$ cat src/verilog/gmrb_pkg.sv
package gmrb_pkg;

   // word index of each register (byte address is four times the index)
   localparam int          IDX_W        = 12;
   localparam logic [11:0] IDX_KIND     = 12'h0400;
   localparam logic [11:0] IDX_REV      = 12'h0401;
   localparam logic [11:0] IDX_SETUP    = 12'h0402;
   localparam logic [11:0] IDX_REP      = 12'h0403;
   localparam logic [11:0] IDX_STAT     = 12'h0404;
   localparam logic [11:0] IDX_ADDR     = 12'h0408;
   localparam logic [11:0] IDX_BAUD     = 12'h0409;
   localparam logic [11:0] IDX_FMT      = 12'h040A;
   localparam logic [11:0] IDX_HERR     = 12'h040E;
   localparam logic [11:0] IDX_FERR     = 12'h040F;
   localparam logic [11:0] IDX_IRQ_STAT = 12'h0500;
   localparam logic [11:0] IDX_IRQ_MASK = 12'h0501;

   // setup word fields
   localparam int SETUP_SEL_LSB = 0;
   localparam int SETUP_FREQ    = 2;

   // repeater word fields
   localparam int REP_NUM        = 4;
   localparam int REP_MAP_STRIDE = 3;
   localparam int REP_CNT_LSB    = 12;

   // status and command word fields
   localparam int STAT_SLV_LSB = 0;
   localparam int STAT_LINE1   = 6;
   localparam int STAT_LINE2   = 7;
   localparam int STAT_RS      = 8;
   localparam int STAT_RA      = 9;
   localparam int STAT_UC      = 10;
   localparam int STAT_DC      = 11;
   localparam int STAT_DM      = 12;
   localparam int STAT_LO      = 13;

   // revision word fields
   localparam int REV_SUB_LSB = 0;
   localparam int REV_MAJ_LSB = 4;

   // reset values and limits
   localparam logic [1:0]  RST_LINE_SEL = 2'h0;
   localparam logic [7:0]  RST_ADDR     = 8'h01;
   localparam logic [2:0]  RST_BAUD     = 3'h1;
   localparam logic [1:0]  RST_FMT      = 2'h0;
   localparam logic [7:0]  ADDR_MIN     = 8'h01;
   localparam logic [7:0]  ADDR_MAX     = 8'hF7;
   localparam logic [15:0] CNT_MAX      = 16'hFFFF;

   // interrupt status bits
   localparam int IRQ_W       = 4;
   localparam int IRQ_HERR    = 0;
   localparam int IRQ_FERR    = 1;
   localparam int IRQ_L1_LOST = 2;
   localparam int IRQ_L2_LOST = 3;

endpackage : gmrb_pkg

$ cat src/verilog/gmrb_regs.sv
`timescale 1ns/1ps
module gmrb_regs
   import gmrb_pkg::*;
#(
   parameter logic [7:0] KIND_ID  = 8'h3C, // arbitrary identity value
   parameter logic [3:0] REV_MAJ  = 4'h1,
   parameter logic [3:0] REV_SUB  = 4'h0
)(
   // clock and reset
   input  wire  logic                          hclk,
   input  wire  logic                          hresetn,
   // ahb-lite slave
   input  wire  logic                          hsel,
   input  wire  logic [31:0]                   haddr,
   input  wire  logic [1:0]                    htrans,
   input  wire  logic                          hwrite,
   input  wire  logic [2:0]                    hsize,
   input  wire  logic [31:0]                   hwdata,
   input  wire  logic                          hready,
   output logic                                hreadyout,
   output logic                                hresp,
   output logic [31:0]                         hrdata,
   // line state from the field side
   input  wire  logic                          line_one_ok,
   input  wire  logic                          line_two_ok,
   input  wire  logic                          line_override_flag,
   input  wire  logic                          host_err_pulse,
   input  wire  logic                          field_err_pulse,
   // configuration to the gateway
   output logic [1:0]                          line_select,
   output logic                                mains_freq_sel,
   output logic [2*gmrb_pkg::REP_NUM-1:0]      rep_map,
   output logic [2:0]                          repeater_count,
   output logic [1:0]                          target_slave,
   output logic                                diagnostic_flag,
   output logic [7:0]                          station_address,
   output logic [2:0]                          line_rate_index,
   output logic [1:0]                          frame_format_index,
   // command pulses
   output logic                                restart_slaves_cmd,
   output logic                                restart_system_cmd,
   output logic                                calib_upload_cmd,
   output logic                                calib_download_cmd,
   // interrupt
   output logic                                irq
);
   import gmrb_pkg::*;

   logic                   rd_pend_q;
   logic                   wr_pend_q;
   logic [IDX_W-1:0]       rd_idx_q;
   logic [IDX_W-1:0]       wr_idx_q;
   logic [31:0]            hrdata_q;
   logic [15:0]            rd_word;
   logic [1:0]             line_sel_q;
   logic                   freq_q;
   logic [1:0]             map_q [REP_NUM];
   logic [2:0]             rep_cnt_q;
   logic [1:0]             slv_q;
   logic                   diag_q;
   logic [7:0]             addr_q;
   logic [2:0]             baud_q;
   logic [1:0]             fmt_q;
   logic [15:0]            cnt_q [2];
   logic [1:0]             err_evt;
   logic [1:0]             cnt_clr;
   logic [3:0]             cmd_q;
   logic [IRQ_W-1:0]       irq_stat_q;
   logic [IRQ_W-1:0]       irq_mask_q;
   logic [IRQ_W-1:0]       irq_evt;
   logic [IRQ_W-1:0]       irq_w1c;
   logic                   line1_q;
   logic                   line2_q;
   logic                   addr_take;
   logic                   wr_setup;
   logic                   wr_rep;
   logic                   wr_stat;
   logic                   wr_addr;
   logic                   wr_baud;
   logic                   wr_fmt;

   // address phase is taken only while the bus is ready; reads get one wait state
   assign addr_take = hsel && htrans[1] && hready;
   assign hreadyout = !rd_pend_q;
   assign hresp     = 1'b0;
   assign hrdata    = hrdata_q;

   // phase tracking; haddr bits above the index are not decoded, so the map aliases
   always_ff @(posedge hclk or negedge hresetn)
   begin
      if (!hresetn)
      begin
         rd_pend_q <= 1'b0;
         wr_pend_q <= 1'b0;
         rd_idx_q  <= '0;
         wr_idx_q  <= '0;
      end
      else
      begin
         rd_pend_q <= addr_take && !hwrite;
         wr_pend_q <= addr_take && hwrite;
         if (addr_take)
         begin
            rd_idx_q <= haddr[IDX_W+1:2];
            wr_idx_q <= haddr[IDX_W+1:2];
         end
      end
   end

   // write strobes in the data phase; only whole-word accesses are expected
   assign wr_setup = wr_pend_q && (wr_idx_q == IDX_SETUP);
   assign wr_rep   = wr_pend_q && (wr_idx_q == IDX_REP);
   assign wr_stat  = wr_pend_q && (wr_idx_q == IDX_STAT);
   assign wr_addr  = wr_pend_q && (wr_idx_q == IDX_ADDR);
   assign wr_baud  = wr_pend_q && (wr_idx_q == IDX_BAUD);
   assign wr_fmt   = wr_pend_q && (wr_idx_q == IDX_FMT);
   assign cnt_clr  = {wr_pend_q && (wr_idx_q == IDX_FERR), wr_pend_q && (wr_idx_q == IDX_HERR)};
   assign irq_w1c  = (wr_pend_q && (wr_idx_q == IDX_IRQ_STAT)) ? hwdata[IRQ_W-1:0] : '0;

   // setup word: line choice and mains frequency
   always_ff @(posedge hclk or negedge hresetn)
   begin
      if (!hresetn)
      begin
         line_sel_q <= RST_LINE_SEL;
         freq_q     <= 1'b0;
      end
      else if (wr_setup)
      begin
         line_sel_q <= hwdata[SETUP_SEL_LSB+1:SETUP_SEL_LSB];
         freq_q     <= hwdata[SETUP_FREQ];
      end
   end

   // repeater fields, each one stored on its own so that duplicates are legal
   genvar gi;
   generate
      for (gi = 0; gi < REP_NUM; gi++)
      begin : g_rep
         always_ff @(posedge hclk or negedge hresetn)
         begin
            if (!hresetn)
               map_q[gi] <= 2'h0;
            else if (wr_rep)
               map_q[gi] <= hwdata[gi*REP_MAP_STRIDE+1 -: 2];
         end
         assign rep_map[2*gi+1:2*gi] = map_q[gi];
      end
   endgenerate

   // installed repeater count
   always_ff @(posedge hclk or negedge hresetn)
   begin
      if (!hresetn)
         rep_cnt_q <= 3'h0;
      else if (wr_rep)
         rep_cnt_q <= hwdata[REP_CNT_LSB+2:REP_CNT_LSB];
   end

   // status word: slave selector, diagnostic flag, one-cycle command pulses
   always_ff @(posedge hclk or negedge hresetn)
   begin
      if (!hresetn)
      begin
         slv_q  <= 2'h0;
         diag_q <= 1'b0;
         cmd_q  <= 4'h0;
      end
      else
      begin
         cmd_q <= wr_stat ? hwdata[STAT_DC:STAT_RS] : 4'h0;
         if (wr_stat)
         begin
            slv_q  <= hwdata[STAT_SLV_LSB+1:STAT_SLV_LSB];
            diag_q <= hwdata[STAT_DM];
         end
      end
   end

   // serial link settings; out-of-range station addresses are dropped
   always_ff @(posedge hclk or negedge hresetn)
   begin
      if (!hresetn)
      begin
         addr_q <= RST_ADDR;
         baud_q <= RST_BAUD;
         fmt_q  <= RST_FMT;
      end
      else
      begin
         if (wr_addr && (hwdata[7:0] >= ADDR_MIN) && (hwdata[7:0] <= ADDR_MAX))
            addr_q <= hwdata[7:0];
         if (wr_baud)
            baud_q <= hwdata[2:0];
         if (wr_fmt)
            fmt_q <= hwdata[1:0];
      end
   end

   // error counters saturate; an error in the clearing cycle still counts
   assign err_evt = {field_err_pulse, host_err_pulse};
   generate
      for (gi = 0; gi < 2; gi++)
      begin : g_cnt
         always_ff @(posedge hclk or negedge hresetn)
         begin
            if (!hresetn)
               cnt_q[gi] <= 16'h0000;
            else if (cnt_clr[gi])
               cnt_q[gi] <= err_evt[gi] ? 16'h0001 : 16'h0000;
            else if (err_evt[gi] && (cnt_q[gi] != CNT_MAX))
               cnt_q[gi] <= cnt_q[gi] + 16'h0001;
         end
      end
   endgenerate

   // line-loss detection and sticky interrupt status, set wins over clear
   assign irq_evt = {line2_q && !line_two_ok, line1_q && !line_one_ok,
                     field_err_pulse, host_err_pulse};
   always_ff @(posedge hclk or negedge hresetn)
   begin
      if (!hresetn)
      begin
         line1_q    <= 1'b0;
         line2_q    <= 1'b0;
         irq_stat_q <= '0;
         irq_mask_q <= '0;
      end
      else
      begin
         line1_q    <= line_one_ok;
         line2_q    <= line_two_ok;
         irq_stat_q <= (irq_stat_q & ~irq_w1c) | irq_evt;
         if (wr_pend_q && (wr_idx_q == IDX_IRQ_MASK))
            irq_mask_q <= hwdata[IRQ_W-1:0];
      end
   end

   // read mux; command bits read back as zero
   always_comb
   begin
      rd_word = 16'h0000;
      case (rd_idx_q)
         IDX_KIND:     rd_word = {8'h00, KIND_ID};
         IDX_REV:      rd_word = {8'h00, REV_MAJ, REV_SUB};
         IDX_SETUP:    rd_word = {13'h0000, freq_q, line_sel_q};
         IDX_REP:      rd_word = {1'b0, rep_cnt_q, 1'b0, map_q[3], 1'b0, map_q[2],
                                  1'b0, map_q[1], 1'b0, map_q[0]};
         IDX_STAT:     rd_word = {2'h0, line_override_flag, diag_q, 4'h0,
                                  line_two_ok, line_one_ok, 4'h0, slv_q};
         IDX_ADDR:     rd_word = {8'h00, addr_q};
         IDX_BAUD:     rd_word = {13'h0000, baud_q};
         IDX_FMT:      rd_word = {14'h0000, fmt_q};
         IDX_HERR:     rd_word = cnt_q[0];
         IDX_FERR:     rd_word = cnt_q[1];
         IDX_IRQ_STAT: rd_word = {12'h000, irq_stat_q};
         IDX_IRQ_MASK: rd_word = {12'h000, irq_mask_q};
         default:      rd_word = 16'h0000;
      endcase
   end

   // read data is latched in the wait cycle, so a write just before is seen
   always_ff @(posedge hclk or negedge hresetn)
   begin
      if (!hresetn)
         hrdata_q <= 32'h0000_0000;
      else if (rd_pend_q)
         hrdata_q <= {16'h0000, rd_word};
   end

   // outputs
   assign line_select        = line_sel_q;
   assign mains_freq_sel     = freq_q;
   assign repeater_count     = rep_cnt_q;
   assign target_slave       = slv_q;
   assign diagnostic_flag    = diag_q;
   assign station_address    = addr_q;
   assign line_rate_index    = baud_q;
   assign frame_format_index = fmt_q;
   assign restart_slaves_cmd = cmd_q[0];
   assign restart_system_cmd = cmd_q[1];
   assign calib_upload_cmd   = cmd_q[2];
   assign calib_download_cmd = cmd_q[3];
   assign irq                = |(irq_stat_q & irq_mask_q);

   a_rsvd_read_zero: assert property (@(posedge hclk) disable iff (!hresetn)
      rd_pend_q && (rd_idx_q == 12'h0405) |=> (hrdata == 32'h0000_0000) && hreadyout)
      else $error("reserved word did not read zero");

   a_kind_read: assert property (@(posedge hclk) disable iff (!hresetn)
      addr_take && !hwrite && (haddr[IDX_W+1:2] == IDX_KIND) ##1 1'b1
      |=> (hrdata[15:0] == {8'h00, KIND_ID}))
      else $error("kind word read wrong");

   a_rev_read: assert property (@(posedge hclk) disable iff (!hresetn)
      rd_pend_q && (rd_idx_q == IDX_REV) |=> (hrdata[7:0] == {REV_MAJ, REV_SUB}))
      else $error("revision word read wrong");

   a_line_sel_wr: assert property (@(posedge hclk) disable iff (!hresetn)
      wr_setup |=> (line_select == $past(hwdata[1:0])) && (mains_freq_sel == $past(hwdata[2])))
      else $error("setup word not stored");

   a_rep_map_wr: assert property (@(posedge hclk) disable iff (!hresetn)
      wr_rep |=> (rep_map == {$past(hwdata[10:9]), $past(hwdata[7:6]),
                              $past(hwdata[4:3]), $past(hwdata[1:0])}))
      else $error("repeater map not stored");

   a_rep_cnt_wr: assert property (@(posedge hclk) disable iff (!hresetn)
      wr_rep |=> (repeater_count == $past(hwdata[14:12])))
      else $error("repeater count not stored");

   a_line_state_rd: assert property (@(posedge hclk) disable iff (!hresetn)
      rd_pend_q && (rd_idx_q == IDX_STAT)
      |=> (hrdata[7:6] == {$past(line_two_ok), $past(line_one_ok)}))
      else $error("line state read wrong");

   a_cmd_pulse: assert property (@(posedge hclk) disable iff (!hresetn)
      wr_stat |=> (cmd_q == $past(hwdata[STAT_DC:STAT_RS])))
      else $error("command pulses do not match the write");

   a_cmd_origin: assert property (@(posedge hclk) disable iff (!hresetn)
      (cmd_q != 4'h0) |-> $past(wr_stat))
      else $error("command pulse without a status write");

   a_addr_range: assert property (@(posedge hclk) disable iff (!hresetn)
      (station_address >= ADDR_MIN) && (station_address <= ADDR_MAX))
      else $error("station address out of range");

   a_cnt_clear: assert property (@(posedge hclk) disable iff (!hresetn)
      cnt_clr[0] && !host_err_pulse |=> (cnt_q[0] == 16'h0000))
      else $error("error counter not cleared");

endmodule : gmrb_regs

$ cat config.mk
export PLATFORM = sky130hd
export DESIGN_NAME = gmrb_regs
export DESIGN_NICKNAME = d
export VERILOG_FILES = /design/src/verilog/gmrb_pkg.sv /design/src/verilog/gmrb_regs.sv
export SDC_FILE = /design/constraint.sdc
export NUM_CORES = 1
export LEC_CHECK = 0
export BUFFER_PORTS_ARGS = -buffer_cell sky130_fd_sc_hd__buf_2
export CORE_MARGIN = 8
export CORE_UTILIZATION = 25
export CTS_CLUSTER_DIAMETER = 60
export CTS_CLUSTER_SIZE = 28
export DETAILED_ROUTE_END_ITERATION = 7
export GPL_TIMING_DRIVEN = 0
export PLACE_DENSITY = 0.43
export SETUP_SLACK_MARGIN = 0.5
export SLEW_MARGIN = 20
export SYNTH_ARGS = -nofsm -noshare
export SYNTH_HDL_FRONTEND = slang
export SYNTH_SLANG_ARGS = --single-unit
$ cat constraint.sdc
create_clock -name hclk -period 4.15 [get_ports hclk]
set_input_delay 1.245 -clock hclk [delete_from_list [all_inputs] [get_ports hclk]]
set_output_delay 1.245 -clock hclk [all_outputs]
set_load 0.03 [all_outputs]
* After elaboration in Yosys (flattened, before gate mapping)
Cells that the tools add are included.
** Storage, ports and cells
- Word-level logic and storage cells :: 81
- Input bits :: 79
- Output and inout bits :: 69
- Flip-flop bits (word level) :: 106
** Operators by class
- $lt $le $gt $ge :: 2
- Reduce and logical (&&, ||, !) cells :: 27
- $add $sub $neg :: 2
- Multiplexer cells :: 9
- Bitwise logic cells :: 4
- Equal/unequal tests :: 14
** Operator list (number)
- one-hot mux 16 bit (12 select lines) :: 1
- == test 12 x 11 -> 1 bit, second input constant :: 12
- 2-to-1 mux 16 bit :: 4
- adder 16 x 1 -> 16 bit, second input constant :: 2
- inequality test 16 bit, second input constant :: 2
- logical AND 1 bit :: 20
- AND 4 bit :: 2
- >= comparator 8 x 1 -> 1 bit, second input constant :: 1
- less-or-equal comparator 8 bit, second input constant :: 1
- 2-to-1 mux 4 bit :: 2
- logical NOT 1 bit :: 4
- NOT 4 bit :: 1
- bitwise OR 4 bit :: 1
- nonzero test 2 bit :: 2
- OR reduction 4 bit :: 1
- 2-to-1 mux 1 bit :: 2

* Longest topological paths before layout
- Depth in word-level cells :: 6
- Mapped depth :: 7
- Mapped depth without buffers :: 6

* Least setup slack after synthesis
OpenSTA, ideal clock, no wires.
- Kind :: input to register
- From :: in field_err_pulse
- To :: reg cnt_q[8] (netlist bit)
- Setup slack :: 1.733 ns
- Cell stages on the path :: 5
- Buffers on the path :: 1
- Data arrival time :: 2.339 ns
- Data required time :: 4.072 ns
- Cells stage by stage :: buf_2 > nand4_1 > or2_2 > or3_1 > a21oi_1
** On the way
- Longest elaborated chain between the ends :: 2
** Ends and longest elaborated chain
- from (decl) :: RTL line gmrb_regs.sv:28 : input wire logic field_err_pulse,
- logical AND 1 bit :: RTL line gmrb_regs.sv:211 : else if (err_evt[gi] && (cnt_q[gi] != CNT_MAX))
- nonzero test 2 bit (no line)
- to (signal, indexed assignment) :: RTL line gmrb_regs.sv:210 : cnt_q[gi] <= err_evt[gi] ? 16'h0001 : 16'h0000;
- to (signal, indexed assignment) :: RTL line gmrb_regs.sv:212 : cnt_q[gi] <= cnt_q[gi] + 16'h0001;
- to (decl) :: RTL line gmrb_regs.sv:64 : logic [15:0] cnt_q [2];
Every way passes these cells.
A chain may end at the register's enable or synchronous reset.

* Worst setup path in the final report
- From :: reg rd_pend_q
- To :: out hreadyout
** On the way
- Longest elaborated chain between the ends :: 1
** Ends and longest elaborated chain
- from (decl) :: RTL line gmrb_regs.sv:49 : logic rd_pend_q;
- from (signal assigned) :: RTL line gmrb_regs.sv:100 : rd_pend_q <= addr_take && !hwrite;
- logical NOT 1 bit :: RTL line gmrb_regs.sv:84 : assign hreadyout = !rd_pend_q;
- to (decl) :: RTL line gmrb_regs.sv:20 : output logic hreadyout,
Every way passes these cells.

==> metrics.md <==
| Metric | Value |
|---|---|
| Outcome | finished, final reports clean |
| Worst Hold Class | reg -> reg |
| RSZ-0062 raised after global routing | false |
| Post-CTS setup buffers | 0 |
| Detailed placer's ending HPWL | 12900 µm |
| Clk sinks | 106 |
| Synth Area in XOR/XNOR | 3.10% |
| Yosys warns | 0 |
| Boundary Pins | 148 |
| Post-Synth Simple-Gate Area | 18.0% |
| Final Hold Vio Count | 0 |
| Mean Syn Cell Area | 10.9 µm² |
| Final Critical Period | 3.11 ns |
| Core ar. | 0.0210 mm² |
| Drt first pass iters | 4 |
| Adder-cell share of the synthesized area | 0.466% |
| CTS tree | built |
| Asr flop ratio synth | 100% |
| Largest family of logic cells by synthesized area | simple AND/OR/NAND/NOR gates |
| Final setup fails | 0 |
| DP Area | 0.00625 mm² |
| Setup_tns | 0 ns |
| Gr usage total | 12.9% |
| First-pass GRT wire length | 26400 µm |
| Worst-Margin Slew | 0.795 ns |
| Register area | 0.00266 mm² |
| Drt drc | 0 |
| Number of global-route vias before repair | 4406 |
| Final standard cell area without fillers | 0.00659 mm² |
| H-tree lvl count | 3 |
| Crit path kind | reg -> out |
| Layout cell share with drive strength beyond 1 | 33.0% |
| Final Max Slew Viols | 0 |
| Slew headroom | 46.6% |
| Routed length per placed instance | 18.9 µm |
| Mux cell area share after synthesis | 11.8% |
| Nets | 689 |
| Max-cap violations | 0 |
| Crit share post-route | 75.1% |
| Worst Path Max Fanout | 10 |
| Multi-input gate area | 0.00251 mm² |
| Largest net degree at the start of global routing | 62 |
| Drt via density | 4.86 |
| Root buf cell | clkbuf_16 |
| Synth Area in Compound Gates | 12.2% |
| Die Y-Extent | 163 µm |
| CTS Buf Count | 9 |
| Synth Flop Type | dfrtp_1 |
| Hold_buf cts | 0 |
| Die Area | 0.0264 mm² |
| Via count | 4315 |
| Clk slew on worst S/H paths | 0.07 ns |
| Area Growth Syn to Fin | 22.8% |
| P_leak | 0.00291 µW |
| FF+latch count, synth | 106 |
| Worst-Skew Late Latency | 0.36 ns |
| Iter 0 DRT Violations | 300 |
| Global route overflow | 0 |
| Starting Density | 25.5% |
| Die X | 163 µm |
| Post-synthesis sequential area ratio | 49.5% |
| Startpoint types | flop |
| Post-synth EDFFs | 0 |
| Highest clock rate | 321 MHz |
| Ant diodes | 0 |
| Power Density | 414 mW/mm² |
| Count of cell types in the netlist | 63 |
| Post-Synthesis Cell Area | 0.00537 mm² |
| Worst vdd ir | 0.184 mV |
| Clock skew | 0.0146 ns |
| Max Buffers Root-to-Sink | 2 |
| Placer Congestion | 0.849 |
| ANT nets after route | 0 |
| Synth Instances | 492 |
| Final Util | 31.4% |
| WP data required | 2.90 ns |
| Rows | 53 |
| Filler cell count | 2170 |
| CTS resizes | 0 |
| Final wirelength | 16800 µm |
| Worst setup EP type | output port |
| IO Port Bufs | 88 |
| Arr. time, crit path | 1.87 ns |
| Initial antenna violation count | 0 |
[per-layer routing]
metal  GRT usage, %  wire [µm]
met5              0          0
met1           17.0       7910
met3           2.76        803
met4           5.05        245
met2           20.4       7850
[through the flow]
stage                     total power, µW  setup slack, ns  cells  hold slack [ns]
final                                2730             1.04    888            0.485
after global routing                 2870            0.942    888            0.502
after CTS                            2760            0.986    888            0.492
after detailed placement             1760             1.13    872            0.475
after global placement               1740            0.609    871            0.460
after floorplan                      1560             1.73    508            0.456
[cells by family after synthesis]
group,count (synthesis)
AO/OA/AOI/OAI,88
XOR/XNOR,19
adder cells (fa/ha/maj),2
buffers and inverters,47
flip-flops,106
multiplexers,57
other,1
AND/OR/NAND/NOR,172
[report_power, final]
group	leakage [µW]	switching (µW)	total [µW]	internal [µW]
registers	0.00134	119	1240	1130
clock network	0.000166	386	992	606
logic	0.00141	306	494	189
[critical path, cell delays in order, from the launching register on]
cell,delay [ns]
dfrtp_1,0.42
clkinv_1,0.23
buf_1,0.55
buf_2,0.32
[layout make-up]
type                    count  area share, %
flip-flops and latches    106           40.3
multi-input cells         355           38.1
repair buffers             89           7.19
well taps                 275           5.22
clock buffers              11           3.68
plain buffers              41           3.62
clock inverters             5           1.56
inverters                   6          0.342
[Yosys cell counts (3+ instances only)]
library cell,count,area share [%]
dfrtp_1,104,48
mux2_2,52,11
nor2_1,35,2.4
nand2_1,29,2.0
a21oi_1,17,1.6
buf_4,17,2.4
nor3_1,16,1.5
nand3_1,14,1.3
nand4_1,14,1.6
o21ai_0,14,1.3
xnor2_1,14,2.3
and3_1,11,1.3
buf_2,11,1.0
clkbuf_1,11,0.77
a22oi_1,9,1.3
a22o_1,8,1.3
o2bb2ai_1,8,1.3
and2_1,7,0.82
nor4_1,6,0.70
inv_1,5,0.35
mux2i_1,5,0.93
nand2b_1,5,0.58
nor3b_1,5,0.70
xor2_1,5,0.82
a31oi_1,4,0.47
a32oi_1,4,0.65
nor2b_1,4,0.47
o2bb2ai_2,4,1.1
or3_1,4,0.47
a222oi_1,3,0.56
a2bb2oi_1,3,0.49
and4_1,3,0.49
[registers in the layout (all words and copies together), names as in the netlist, 3 cells and up]
signal,count
cmd_q,4
cnt_q,32
hrdata,16
irq_mask_q,4
irq_stat_q,4
line_rate_index,3
rep_map,8
repeater_count,3
station_address,8
wr_idx_q,12
[placed cells by master, fill, tap and decap left out, types with 7 or more instances in the layout]
cell	count
a21oi_1	17
a22o_1	8
a22oi_1	9
and2_1	7
and3_1	11
buf_2	98
buf_4	17
clkbuf_1	12
clkbuf_16	9
conb_1	17
dfrtp_1	104
mux2_2	52
nand2_1	29
nand3_1	14
nand4_1	14
nor2_1	35
nor3_1	16
o21ai_0	14
o2bb2ai_1	8
xnor2_1	14
[final timing paths]
kind | startpoint | to | slack, ns | cells past startpoint
max in group asynchronous | hresetn | station_address[0] | 2.66 | 2
min in group asynchronous | hresetn | wr_idx_q[7] | 0.82 | 1
worst max-delay path | rd_pend_q | hreadyout | 1.04 | 3
worst max register to register | wr_idx_q[1] | target_slave[1] | 1.80 | 6
worst min register to register | hrdata[13] | hrdata[13] | 0.49 | 1
worst min-delay path | hrdata[13] | hrdata[13] | 0.49 | 1
(Power assumes the default switching activity.)
